[config.mk]
export PLATFORM = sky130hd
export DESIGN_NAME = nvsram_ctl
export DESIGN_NICKNAME = d
export VERILOG_FILES = /design/src/rtl/nvsram_ctl_pkg.sv /design/src/rtl/nvsram_ctl.sv
export VERILOG_INCLUDE_DIRS = /design/src /design/src/rtl
export SDC_FILE = /design/constraint.sdc
export NUM_CORES = 1
export LEC_CHECK = 0
export BUFFER_PORTS_ARGS = -buffer_cell sky130_fd_sc_hd__buf_2
export CAP_MARGIN = 40
export CELL_PAD_IN_SITES_DETAIL_PLACEMENT = 1
export CELL_PAD_IN_SITES_GLOBAL_PLACEMENT = 1
export CORE_UTILIZATION = 25
export DETAILED_ROUTE_END_ITERATION = 12
export GPL_ROUTABILITY_DRIVEN = 1
export MAX_ROUTING_LAYER = met4
export PLACE_DENSITY = 0.51
export SETUP_SLACK_MARGIN = 0.3
export SLEW_MARGIN = 20
export SYNTH_ARGS = -nofsm -noshare
export SYNTH_HDL_FRONTEND = slang
export SYNTH_SLANG_ARGS = --single-unit
[constraint.sdc]
create_clock -name clk_i -period 3.37 [get_ports clk_i]
set_input_delay 0.1685 -clock clk_i [delete_from_list [all_inputs] [get_ports clk_i]]
set_output_delay 0.1685 -clock clk_i [all_outputs]
set_load 0.03 [all_outputs]
[src/rtl/nvsram_ctl_params.svh]
// constants for the nonvolatile sram host controller
`ifndef NVSRAM_CTL_PARAMS_SVH
`define NVSRAM_CTL_PARAMS_SVH
`define SEQ_ADDR0      13'h0000
`define SEQ_ADDR1      13'h1555
`define SEQ_ADDR2      13'h0AAA
`define SEQ_ADDR3      13'h1FFF
`define SEQ_ADDR4      13'h10F0
`define SEQ_STORE      13'h0F0F
`define SEQ_RECALL     13'h0F0E
`define SEQ_TEST       13'h139C
`define CLK_NS         20
`define T_ACC_NS       45
`define T_PIN_PW_NS    250
`define T_SW_DIS_NS    600
`define T_INH_OFF_NS   700
`define T_STORE_NS     10000000
`define T_RECALL_NS    20000
`define T_RESTORE_NS   650000
`define CYC_ACC        ((`T_ACC_NS + `CLK_NS - 1) / `CLK_NS)
`define CYC_PIN_PW     ((`T_PIN_PW_NS + `CLK_NS - 1) / `CLK_NS)
`define CYC_INH_OFF    ((`T_INH_OFF_NS + `CLK_NS - 1) / `CLK_NS)
`define CYC_STORE      ((`T_STORE_NS + `CLK_NS - 1) / `CLK_NS)
`define CYC_RECALL     ((`T_RECALL_NS + `CLK_NS - 1) / `CLK_NS)
`define CYC_RESTORE    ((`T_RESTORE_NS + `CLK_NS - 1) / `CLK_NS)
`endif

[src/rtl/nvsram_ctl_pkg.sv]
// types for the nonvolatile sram host controller
`default_nettype none
package nvsram_ctl_pkg;
    typedef enum logic [7:0] {
        ST_POWERUP = 8'b0000_0001,
        ST_IDLE    = 8'b0000_0010,
        ST_ACCESS  = 8'b0000_0100,
        ST_GAP     = 8'b0000_1000,
        ST_PIN_LOW = 8'b0001_0000,
        ST_PIN_REL = 8'b0010_0000,
        ST_NV_WAIT = 8'b0100_0000,
        ST_RECOVER = 8'b1000_0000
    } ctl_state_e;

    typedef enum logic [2:0] {
        CMD_READ   = 3'b001,
        CMD_WRITE  = 3'b010,
        CMD_STORE  = 3'b011,
        CMD_RECALL = 3'b100,
        CMD_HSTORE = 3'b101
    } cmd_e;

    typedef struct packed {
        logic        cs_n;
        logic        we_n;
        logic        oe_n;
        logic [12:0] addr;
        logic [7:0]  dout;
        logic        dout_en;
        logic        busy_out;
        logic        busy_oe;
    } pins_s;

    typedef struct packed {
        ctl_state_e  state;
        pins_s       pins;
        cmd_e        cmd;
        logic [7:0]  wdata;
        logic [12:0] addr;
        logic [2:0]  step;
        logic [23:0] cnt;
        logic        ready;
        logic        done;
        logic [7:0]  rdata;
    } ctl_s;
endpackage : nvsram_ctl_pkg
`default_nettype wire

[src/rtl/nvsram_ctl.sv]
// host-side controller driving the nonvolatile sram pins
// Notes on behaviour
// - store needs reads 0000,1555,0AAA,1FFF,10F0,0F0F in that order.
// - recall uses same five reads then 0F0E as the sixth.
// - write strobe held high through all six sequence reads.
// - host never issues the factory test sequence ending 139C.
// - host holds store/busy low at least 250 ns to trigger a store.
// - each sequence step is one chip-select low pulse.
// - other accesses between steps abort; host issues six reads back to back.
`timescale 1ns/1ps
`default_nettype none
`include "nvsram_ctl_params.svh"
module nvsram_ctl
    import nvsram_ctl_pkg::*;
#(
    parameter int unsigned STORE_CYC   = `CYC_STORE,
    parameter int unsigned RESTORE_CYC = `CYC_RESTORE,
    parameter int unsigned RECALL_CYC  = `CYC_RECALL
) (
    // clock and reset
    input  wire logic        clk_i,
    input  wire logic        rst_i,
    // user command port
    input  wire logic        req_valid_i,
    input  wire cmd_e        req_cmd_i,
    input  wire logic [12:0] req_addr_i,
    input  wire logic [7:0]  req_wdata_i,
    output var  logic        req_ready_o,
    output var  logic        rsp_done_o,
    output var  logic [7:0]  rsp_rdata_o,
    // memory pins
    output var  logic        cs_n_o,
    output var  logic        we_n_o,
    output var  logic        oe_n_o,
    output var  logic [12:0] addr_in_o,
    input  wire logic [7:0]  data_io_i,
    output var  logic [7:0]  data_io_o,
    output var  logic        data_io_oe_o,
    input  wire logic        hw_store_busy_n_i,
    output var  logic        hw_store_busy_n_o,
    output var  logic        hw_store_busy_n_oe_o
);
    // ----------------------------------------
    // helpers
    // ----------------------------------------
    function automatic logic [12:0] seq_addr(input logic [2:0] s, input cmd_e c);
        case (s)
            3'd0:    seq_addr = `SEQ_ADDR0;
            3'd1:    seq_addr = `SEQ_ADDR1;
            3'd2:    seq_addr = `SEQ_ADDR2;
            3'd3:    seq_addr = `SEQ_ADDR3;
            3'd4:    seq_addr = `SEQ_ADDR4;
            default: seq_addr = (c == CMD_RECALL) ? `SEQ_RECALL : `SEQ_STORE;
        endcase
    endfunction : seq_addr

    function automatic logic [23:0] cyc(input int unsigned n);
        cyc = 24'(n);
    endfunction : cyc

    ctl_s st_reg;
    ctl_s st_next;

    // ----------------------------------------
    // next state
    // ----------------------------------------
    always_comb begin
        st_next = st_reg;
        st_next.done = 1'b0;
        st_next.cnt = (st_reg.cnt != 24'h0000_00) ? st_reg.cnt - 24'h0000_01 : st_reg.cnt;
        case (st_reg.state)
            ST_POWERUP: begin
                if (st_reg.cnt == 24'h0000_00) begin
                    st_next.state = ST_IDLE;
                    st_next.ready = 1'b1;
                end
            end
            ST_IDLE: begin
                if (req_valid_i && hw_store_busy_n_i) begin
                    st_next.ready = 1'b0;
                    st_next.cmd = req_cmd_i;
                    st_next.wdata = req_wdata_i;
                    st_next.addr = req_addr_i;
                    st_next.step = 3'd0;
                    if (req_cmd_i == CMD_HSTORE) begin
                        st_next.state = ST_PIN_LOW;
                        st_next.pins.busy_out = 1'b0;
                        st_next.pins.busy_oe = 1'b1;
                        st_next.cnt = cyc(`CYC_PIN_PW);
                    end else begin
                        st_next.state = ST_ACCESS;
                        st_next.pins.cs_n = 1'b0;
                        st_next.cnt = cyc(`CYC_ACC);
                        if (req_cmd_i == CMD_WRITE) begin
                            st_next.pins.addr = req_addr_i;
                            st_next.pins.we_n = 1'b0;
                            st_next.pins.dout = req_wdata_i;
                            st_next.pins.dout_en = 1'b1;
                        end else if (req_cmd_i == CMD_READ) begin
                            st_next.pins.addr = req_addr_i;
                            st_next.pins.oe_n = 1'b0;
                        end else begin
                            st_next.pins.addr = seq_addr(3'd0, req_cmd_i);
                            st_next.pins.oe_n = 1'b1;
                        end
                    end
                end
            end
            ST_ACCESS: begin
                if (st_reg.cnt == 24'h0000_00) begin
                    st_next.pins.cs_n = 1'b1;
                    st_next.pins.we_n = 1'b1;
                    st_next.pins.oe_n = 1'b1;
                    st_next.pins.dout_en = 1'b0;
                    st_next.rdata = data_io_i;
                    st_next.state = ST_GAP;
                end
            end
            ST_GAP: begin
                if (st_reg.cmd == CMD_STORE || st_reg.cmd == CMD_RECALL) begin
                    if (st_reg.step == 3'd5) begin
                        st_next.state = ST_NV_WAIT;
                        st_next.cnt = (st_reg.cmd == CMD_STORE) ? cyc(STORE_CYC) : cyc(RECALL_CYC);
                    end else begin
                        // next distinct address, back to back, reads only
                        st_next.step = st_reg.step + 3'd1;
                        st_next.pins.addr = seq_addr(st_reg.step + 3'd1, st_reg.cmd);
                        st_next.pins.cs_n = 1'b0;
                        st_next.cnt = cyc(`CYC_ACC);
                        st_next.state = ST_ACCESS;
                    end
                end else begin
                    st_next.done = 1'b1;
                    st_next.ready = 1'b1;
                    st_next.state = ST_IDLE;
                end
            end
            ST_PIN_LOW: begin
                if (st_reg.cnt == 24'h0000_00) begin
                    st_next.pins.busy_out = 1'b1;
                    st_next.pins.busy_oe = 1'b0;
                    st_next.state = ST_PIN_REL;
                    st_next.cnt = cyc(STORE_CYC);
                end
            end
            ST_PIN_REL: begin
                // wait for the line to read high again, or for the STORE_CYC count to run out
                if (hw_store_busy_n_i || st_reg.cnt == 24'h0000_00) begin
                    st_next.state = ST_RECOVER;
                    st_next.cnt = cyc(`CYC_INH_OFF);
                end
            end
            ST_NV_WAIT: begin
                if (st_reg.cnt == 24'h0000_00) begin
                    st_next.state = ST_RECOVER;
                    st_next.cnt = cyc(`CYC_INH_OFF);
                end
            end
            ST_RECOVER: begin
                if (st_reg.cnt == 24'h0000_00 && hw_store_busy_n_i) begin
                    st_next.state = ST_IDLE;
                    st_next.ready = 1'b1;
                    st_next.done = 1'b1;
                end
            end
            default: begin
                st_next.state = ST_IDLE;
                st_next.ready = 1'b1;
            end
        endcase
    end

    // ----------------------------------------
    // state register
    // ----------------------------------------
    always_ff @(posedge clk_i) begin
        if (rst_i) begin
            st_reg <= '0;
            st_reg.state <= ST_POWERUP;
            st_reg.cmd <= CMD_READ;
            st_reg.pins.cs_n <= 1'b1;
            st_reg.pins.we_n <= 1'b1;
            st_reg.pins.oe_n <= 1'b1;
            st_reg.pins.busy_out <= 1'b1;
            st_reg.cnt <= cyc(RESTORE_CYC);
        end else begin
            st_reg <= st_next;
        end
    end

    assign req_ready_o          = st_reg.ready;
    assign rsp_done_o           = st_reg.done;
    assign rsp_rdata_o          = st_reg.rdata;
    assign cs_n_o               = st_reg.pins.cs_n;
    assign we_n_o               = st_reg.pins.we_n;
    assign oe_n_o               = st_reg.pins.oe_n;
    assign addr_in_o            = st_reg.pins.addr;
    assign data_io_o            = st_reg.pins.dout;
    assign data_io_oe_o         = st_reg.pins.dout_en;
    assign hw_store_busy_n_o    = st_reg.pins.busy_out;
    assign hw_store_busy_n_oe_o = st_reg.pins.busy_oe;

    // ----------------------------------------
    // checks
    // ----------------------------------------
    a_seq_no_write: assert property (@(posedge clk_i) disable iff (rst_i)
        (st_reg.cmd inside {CMD_STORE, CMD_RECALL} && !st_reg.pins.cs_n) |-> st_reg.pins.we_n)
        else $error("write strobe low during sequence");
    a_seq_order: assert property (@(posedge clk_i) disable iff (rst_i)
        (st_reg.cmd inside {CMD_STORE, CMD_RECALL} && !st_reg.pins.cs_n)
        |-> st_reg.pins.addr == seq_addr(st_reg.step, st_reg.cmd))
        else $error("sequence address out of order");
    a_no_test_seq: assert property (@(posedge clk_i) disable iff (rst_i)
        !st_reg.pins.cs_n && st_reg.step == 3'd5 |-> st_reg.pins.addr != `SEQ_TEST)
        else $error("test sequence issued");
    a_last_pick: assert property (@(posedge clk_i) disable iff (rst_i)
        (st_reg.cmd == CMD_RECALL && st_reg.step == 3'd5 && !st_reg.pins.cs_n)
        |-> st_reg.pins.addr == `SEQ_RECALL)
        else $error("recall sixth address wrong");
    a_pulse_width: assert property (@(posedge clk_i) disable iff (rst_i)
        $fell(st_reg.pins.busy_oe & ~st_reg.pins.busy_out) |-> $past(st_reg.pins.busy_oe, 13))
        else $error("store pulse too short");
    a_quiet_nv: assert property (@(posedge clk_i) disable iff (rst_i)
        st_reg.state inside {ST_NV_WAIT, ST_PIN_REL, ST_POWERUP} |-> st_reg.pins.cs_n)
        else $error("access during nonvolatile cycle");
    a_step_pulse: assert property (@(posedge clk_i) disable iff (rst_i)
        $changed(st_reg.pins.addr) |-> st_reg.pins.cs_n || $past(st_reg.pins.cs_n))
        else $error("address changed with chip select low");
    a_busy_drain: assert property (@(posedge clk_i) disable iff (rst_i)
        st_reg.pins.busy_oe |-> !st_reg.pins.busy_out)
        else $error("store pin driven high");
    a_bus_dir: assert property (@(posedge clk_i) disable iff (rst_i)
        st_reg.pins.dout_en |-> !st_reg.pins.we_n && !st_reg.pins.cs_n)
        else $error("data driven outside a write");
endmodule : nvsram_ctl
`default_nettype wire

## Yosys cells after proc, flatten, opt, wreduce, memory -nomap -nowiden

Cells that the tools add are included.

| word-level totals | value |
|---|---|
| word-level logic and storage cells | 123 |
| output and inout bits | 37 |
| bits in registers | 96 |

| operators by class | value |
|---|---|
| $add $sub $neg | 2 |
| reduce and logical (&&, ||, !) cells | 23 |
| equality and inequality tests | 32 |
| bitwise gates (word level) | 2 |
| muxes and demuxes | 47 |

Operators by type and width:

| cell | number |
|---|---|
| $pmux W24 S5 | 1 |
| $mux W24 | 4 |
| $mux W87 | 1 |
| $pmux W13 S5 | 1 |
| $pmux W8 S8 | 1 |
| $mux W8 | 5 |
| $mux W13 | 3 |
| $mux W19 | 2 |
| $ne A2 B2 Y1 const B | 14 |
| $mux W27 | 1 |
| $pmux W13 S2 | 1 |
| $mux W25 | 1 |
| $logic_not A24 Y1 | 1 |
| $reduce_bool A24 Y1 | 1 |
| $sub A24 B1 Y24 const B | 1 |
| $reduce_and A5 Y1 | 4 |
| $mux W14 | 1 |
| $mux W7 | 2 |
| $eq A3 B2 Y1 const B | 4 |
| $eq A3 B3 Y1 const B | 4 |
| $reduce_and A4 Y1 | 3 |
| $mux W11 | 1 |
| $mux W9 | 1 |
| $eq A8 B1 Y1 const B | 1 |
| other kinds (29) | 47 |

## Logic depth before layout (Yosys ltp)

Gate-level depths: netlist (run 1).

| logic depth | value |
|---|---|
| word-level depth | 6 |
| depth in mapped cells | 10 |

## Worst setup path after synthesis (run 1)

No wires, ideal clock.

| timing | value |
|---|---|
| path type | reg2reg |
| start | register st_reg[24] in the netlist's numbering |
| end | register st_reg[10] in the netlist's numbering |
| library setup time | 0.134 ns |
| arrival | 2.235 ns |
| path buffers | 0 |
| cell stages (with the launch flop) | 8 |
| period minus slack after synthesis | 2.369 ns |
| data required time | 3.236 ns |
| setup slack | 1.001 ns |
| path through | dfxtp_1 or4_4 nor4_4 nand3_1 ha_1 a31oi_1 a2111oi_0 a21oi_1 |

| between the ends | value |
|---|---|
| cells in the longest elaborated chain, start to end | 4 |
| elaborated cells between the ends (all ways) | 10 |
| classes of those cells | 7 x mux; 3 x reduce/logical |

Ends and longest elaborated chain:

| what | RTL line | RTL |
|---|---|---|
| from (decl) | nvsram_ctl.sv:61 | `ctl_s st_reg;` |
| from (signal assigned) | nvsram_ctl.sv:187 | `st_reg <= st_next;` |
| $reduce_bool A24 Y1 or $logic_not A24 Y1 (tied branches) | n/a |  |
| $mux W24 or $logic_or A1 B1 Y1 (tied branches) | nvsram_ctl.sv:70, nvsram_ctl.sv:148 |  |
| $mux W24, or another cell as far along | nvsram_ctl.sv:154 | `if (st_reg.cnt == 24'h0000_00) begin` |
| $pmux W24 S5 (*) | nvsram_ctl.sv:71 | `case (st_reg.state)` |

Mark *: on every way between the ends. The rest lies on a longest branch, timed or not. The select of a mux whose other input is x is not followed.
A chain may end at the register's enable or synchronous reset.

## Final worst setup path (run 1)

| timing | value |
|---|---|
| start | register st_reg[24] in the netlist's numbering |
| end | register st_reg, in the netlist rsp_rdata_o[5] |

| between the ends | value |
|---|---|
| cells in the longest elaborated chain, start to end | 2 |

Ends and longest elaborated chain:

| what | RTL line | RTL |
|---|---|---|
| $logic_not A24 Y1 | nvsram_ctl.sv:110 | `if (st_reg.cnt == 24'h0000_00) begin` |
| $reduce_and A2 Y1 (no source line) | n/a |  |

No other way between the ends.

==> results of run 1 <==
report_power, final:
group	leakage (nW)	switching [mW]	total [mW]	internal, mW
registers	0.606	0.0294	0.941	0.912
clock network	0.147	0.442	1.03	0.585
logic	1.04	0.135	0.215	0.0810
worst max-delay path: cells and delay by family (launching register included):
kind               cells  cell delay (ns)
AOI/OAI and AO/OA      1             0.16
and+or+nand+nor        5             2.11
DFF                    1             0.36
synthesized netlist by cell type, drive strengths merged (2+ instances only):
cell / number
or4: 8
o211ai: 4
inv: 11
a21o: 3
nor3: 23
clkbuf: 16
nor4b: 3
o211a: 2
xnor2: 10
o21a: 2
a211oi: 11
nand4: 9
nand2b: 4
dfxtp: 75
nand4b: 3
nor2: 44
or2: 2
o22ai: 2
nand2: 81
nand3: 18
nor3b: 5
a31oi: 4
and3: 5
a21oi: 41
and4b: 3
o31ai: 2
nor4: 14
nand3b: 4
a21boi: 3
and2: 5
a211o: 2
o21ai: 35
o2111ai: 2
nor2b: 6
ha: 9
xor2: 8
buf: 33
or3: 4
repair_timing:
item | 4_1_cts | 5_1_grt
hold endpoints to repair | 0 | 0
endpoints found under the setup margin | 0 | 3
resized for setup | 0 | 1
hold buffers | 0 | 0
routing by layer:
metal | GRT usage | wire length [um] | up-vias
met5 | - | 0 | -
met4 | 0.0712 | 235 | 0
met3 | 0.0278 | 487 | 16
met2 | 0.256 | 6240 | 71
met1 | 0.220 | 6530 | 1892
li1 | - | - | 1959
metrics by stage:
| stage | hold WS, ns | power, mW |
|---|---|---|
| after floorplan | 0.293 | 1.09 |
| final | 0.0534 | 2.18 |
| after detailed placement | 0.423 | 1.18 |
| after CTS | 0.0437 | 2.22 |
| after global placement | 0.416 | 1.17 |
| after global routing | 0.0589 | 2.29 |
worst max-delay path by stage:
stage                     end  slack [ns]
2_1_floorplan      st_reg[10]        1.00
3_3_place_gp    addr_in_o[12]        0.63
3_5_place_dp    addr_in_o[12]        0.56
4_1_cts         addr_in_o[12]        0.56
5_1_grt         addr_in_o[12]        0.39
6_report       rsp_rdata_o[5]        0.65
cells by family (layout without fill, tap and decap cells):
kind of cell	after synthesis	count (layout)
flip-flops	75	75
XOR/XNOR	18	18
multiplexers	2	2
AND/OR/NAND/NOR	242	242
buffers and inverters	60	106
adder cells (fa/ha/maj)	9	9
AO/OA/AOI/OAI	124	124
area by class of cell:
type                            count  area [sq um]  share of cell area
Clock buffer                        9           225              0.0462
Clock inverter                      7          81.3              0.0167
Inverter                           11          41.3             0.00848
Multi-Input combinational cell    395          2340               0.480
Sequential cell                    75          1500               0.308
Tap cell                          216           270              0.0555
Timing Repair Buffer               79           413              0.0848
==> flow_summary.toml, run 1 <==
[routing]
drcViolationCount = 0
via_per_inst = 4.97
drt_iter0_drc = 172
drt_wl_total_mm = 13.5
dr.pass1.iters = 4
postRouteAntennaNets = 0
vias = 3938
wl_per_cell_um = 17.0

[logic_synthesis]
synthSimpleGateAreaFrac = 0.302
synth_xor_area_frac = 0.0378
syn_inst = 530
synth-edff-count = 0
synth_compound_area_frac = 0.186
yosysUniqueCellTypes = 65
syn_avg_cell_area_sq_um = 7.87
syn-num-nets = 575
ys_async_sr_fraction = 0
ys.flop_type = "dfxtp_1"
synthMuxAreaShare = 0.00510
synth_top_family_by_area = "simple AND/OR/NAND/NOR gates"
syn-cell-area_sq_um = 4170
synth.area.top_cells = "dfxtp_1 36%, nand2_1 7.2%, buf_4 5.4%"
synthAdderAreaFrac = 0.0270
yosysTopAreaCell = "dfxtp_1"
synth_top_area_share = 0.360
seq_area_frac_synth = 0.360
ys.warnings.count = 0
synth.ff_latch_count = 75

[setup_path]
worstSetupPathType = "flop to flop"
critPathMaxFanout = 16
startpoint_type = "flop"
cp-startpoint = "st_reg[24]"
r2r_start = "st_reg[24]"
arrival_ns = 2.99
crit_path_end_kind = "flop"
critical-path-slowest-cell = "or4_4"
cp.required_ns = 3.65
rrSetupSlack_ns = 0.65
crit_path_max_incr_delay_ns = 0.60
cp_cell_sequence = "or4_4, nor4_4, nand3_2, nor2_2, nand2_1, a21oi_1"
r2r_end = "rsp_rdata_o[5]"
r2r_cells = 6

[cts]
cts_buffer_depth = 2
root_buffer = "clkbuf_16"
clk_pin_slew_ns = 0.07
htreeDepth = 3
cts_setup_buffers = 0
cts_buffers = 9
cts_tree = "yes"
clk_latency_ns = 0.35
cts_sinks = 75

[power_and_ir_drop]
power.density_nw_per_um2 = 448
peakVddDrop_uv = 215
power_leakage_nw = 1.80

[global_route]
antenna_found_initial = 0
grt_max_degree = 53
grt_remaining_overflow = 0
grtUsageTotal = 0.168
grt_first_pass_wirelength_mm = 22.1
grt_pass1_vias = 4044

[placed_design]
dp.cells = 776
place_hpwl_mm = 9.98
place.gp.congestion = 0.855
port_buffers = 72
placed_area_sq_um = 4560
place_ws_ns = 0.560

[floorplanning]
chipHeight_um = 131
rows = 46
ios = 73
start_util = 0.260
fp.coreArea_sq_um = 16100
fp.dieW_um = 131
die_area_sq_um = 17200

[finish]
drive_gt1_frac = 0.198
layout_common_cells = "80 x nand2_1, 75 x dfxtp_1, 72 x buf_2"
nets = 616
final_core_util = 0.303
diodes = 0
final_cell_area_sq_um = 4870
largest_reg_flops = 38
area_growth_pct = 16.8
final_cell_count_no_fill = 792
mostFrequentLayoutCell = "nand2_1"
fillers = 1932

[timing]
rsz0062_at_grt = "no"
slew_headroom = 0.504
period_share = 0.806
finClkSkew_ns = 0.00760
slew_viol_final = 0
setup_violations = 0
worstMarginPinSlew_ns = 0.743
fmax_mhz = 368
final.setup.tns_ns = 0
finalCriticalPeriod_ns = 2.72
fin_ws_ns = 0.654
report.final.hold_viol_count = 0

[outcome]
status = "completed"

[flow_run]
cap_violations = 0

[hold_path]
hold_end = "addr_in_o[12]"
holdCritStartpoint = "req_addr_i[12]"
hold_path_depth = 3
min-delay-path-class = "input port to flop"
Power figures use the tool's default switching activity.
==> run 2: changes to the inputs <==
Settings changed: PLACE_DENSITY 0.51 to 0.53.
Clock period 3.37 ns to 2.3 ns, I/O delays scaled along.
==> run 2 against run 1 <==
The run now ends with negative setup slack left. Clock power increased by 49%. Maximum frequency up 16%. Final area is 30% higher. Flip-flop and latch count is the same.
==> flow_summary.toml, run 2 (synthesis results as in run 1) <==
[global_route]
grt_pass1_vias = 4717
grt_remaining_overflow = 0
grt_max_degree = 64
antenna_found_initial = 0
grt_first_pass_wirelength_mm = 25.1
grtUsageTotal = 0.190

[finish]
diodes = 0
fillers = 1881
layout_common_cells = "72 x buf_2, 65 x dfxtp_1, 62 x nand2_1"
area_growth_pct = 52.2
drive_gt1_frac = 0.438
final_core_util = 0.395
nets = 704
mostFrequentLayoutCell = "buf_2"
final_cell_count_no_fill = 880
largest_reg_flops = 38

[power_and_ir_drop]
p_sw_uw = 889
p_int_mw = 2.50
clockPowerShare = 0.450
share_comb_of_total_power = 0.146
power.density_nw_per_um2 = 534
seq_power_share = 0.403
power_leakage_nw = 2.41
peakVddDrop_uv = 362
switching_share = 0.262

[cts]
clk_latency_ns = 0.35
clk_pin_slew_ns = 0.07
cts_buffer_depth = 2
cts_sinks = 75
htreeDepth = 3
cts_tree = "yes"
root_buffer = "clkbuf_16"
cts_buffers = 9

[routing]
via_per_inst = 4.97
vias = 4371
drt_wl_total_mm = 15.4
drcViolationCount = 0
drt_iter0_drc = 125
dr.pass1.iters = 4
postRouteAntennaNets = 0
wl_per_cell_um = 17.4

[timing]
hold_slack_ns = 0.00461
report.final.hold_viol_count = 0
worstMarginPinSlew_ns = 0.769
fin_ws_ns = -0.0330
setup_violations = 9
fmax_mhz = 429
slew_viol_final = 0
final.setup.tns_ns = -0.186
rsz0062_at_grt = "yes"
finalCriticalPeriod_ns = 2.33
slew_headroom = 0.482
finClkSkew_ns = 0.0112
period_share = 1.01

[setup_path]
cp_common_cell = "buf_12"
r2r_end = "rsp_rdata_o[7]"
startpoint_type = "flop"
cp-startpoint = "st_reg[32]"
arrival_ns = 2.61
rrSetupSlack_ns = -0.03
crit_path_end_kind = "flop"
r2r_start = "st_reg[32]"
worstSetupPathType = "flop to flop"
cp.required_ns = 2.58
critical-path-slowest-cell = "or4_4"
cp_cell_sequence = "or4_4, nor4_4, buf_4, buf_12, nand3_4, buf_12, nor2_4, buf_12, nand2_2, a21oi_1"
r2r_cells = 10
crit_path_max_incr_delay_ns = 0.57
critPathMaxFanout = 9

[floorplanning]
die_area_sq_um = 17200
chipHeight_um = 131
ios = 73
fp.dieW_um = 131
start_util = 0.260
fp.coreArea_sq_um = 16100
rows = 46

[placed_design]
place_hpwl_mm = 10.8
dp.cells = 832
place.gp.congestion = 0.855
port_buffers = 72

[hold_path]
hold_path_depth = 3
holdCritStartpoint = "data_io_i[1]"
hold_end = "rsp_rdata_o[1]"
min-delay-path-class = "input port to flop"

[outcome]
violations = "negative setup slack"
status = "finished, violations left"

[flow_run]
cap_violations = 0
## run 2: cell types whose count changed in the layout (fill, tap and decap cells not counted), sizes merged
| cell | delta |
|---|---|
| inv | -3 |
| buf | +84 |
| nand2 | +1 |
| o21ai | +1 |
| bufinv | +1 |
| dlygate4sd3 | +2 |
| clkbuf | +2 |
## run 2: how the worst max path moves through the flow
| stage | endpoint | slack [ns] |
|---|---|---|
| after floorplan | st_reg[10] | -0.05 |
| after global placement | st_reg[10] | -0.05 |
| after detailed placement | st_reg[10] | -0.04 |
| after CTS | st_reg[23] | -0.01 |
| after global routing | st_reg[10] | -0.13 |
| final | rsp_rdata_o[7] | -0.03 |
## run 2: worst max-delay path, delay by kind of cell (launching register included)
kind | cells | cell delay (ns)
simple gates | 5 | 1.17
buf+inv | 4 | 0.63
compound gates | 1 | 0.12
flops | 1 | 0.32
## run 2: per-stage QoR
step	worst slack (ns)	power [mW]	area, sq um
2_1_floorplan	-0.0536	1.62	4320
3_3_place_gp	-0.0519	1.78	5160
3_5_place_dp	-0.0419	1.79	5160
4_1_cts	-0.0130	3.39	6050
5_1_grt	-0.129	3.54	6350
6_report	-0.0330	3.39	6350
## run 2: power by group through the flow
| stage | combinational (mW) | clock, mW | sequential (mW) |
|---|---|---|---|
| after floorplan | 0.216 | 0 | 1.41 |
| after global placement | 0.387 | 0 | 1.40 |
| after detailed placement | 0.391 | 0 | 1.40 |
| after CTS | 0.455 | 1.56 | 1.37 |
| after global routing | 0.533 | 1.63 | 1.37 |
| final | 0.497 | 1.53 | 1.37 |
## run 2: per-layer routing
| layer | routed length (um) | vias up | GRT usage |
|---|---|---|---|
| li1 | - | 2132 | - |
| met3 | 488 | 27 | 0.0386 |
| met4 | 367 | 0 | 0.0660 |
| met5 | 0 | - | - |
| met1 | 6790 | 2132 | 0.219 |
| met2 | 7710 | 80 | 0.327 |
## run 2: timing repair
action,CTS,global route
hold buffers,2,0
cloned,4,0
hold endpoints to repair,2,0
gates resized for setup,87,53
setup endpoints to repair,68,71
buffers inserted,15,11
pin swaps,42,37
## run 2: cell type report
class,instances,area [sq um],share of cell area
clock inverters,5,77.6,0.0122
repair buffers,165,1300,0.205
multi-input cells,397,2910,0.458
well taps,216,270,0.0426
flip-flops and latches,75,1520,0.240
inverters,11,41.3,0.00651
clock buffers,11,233,0.0367
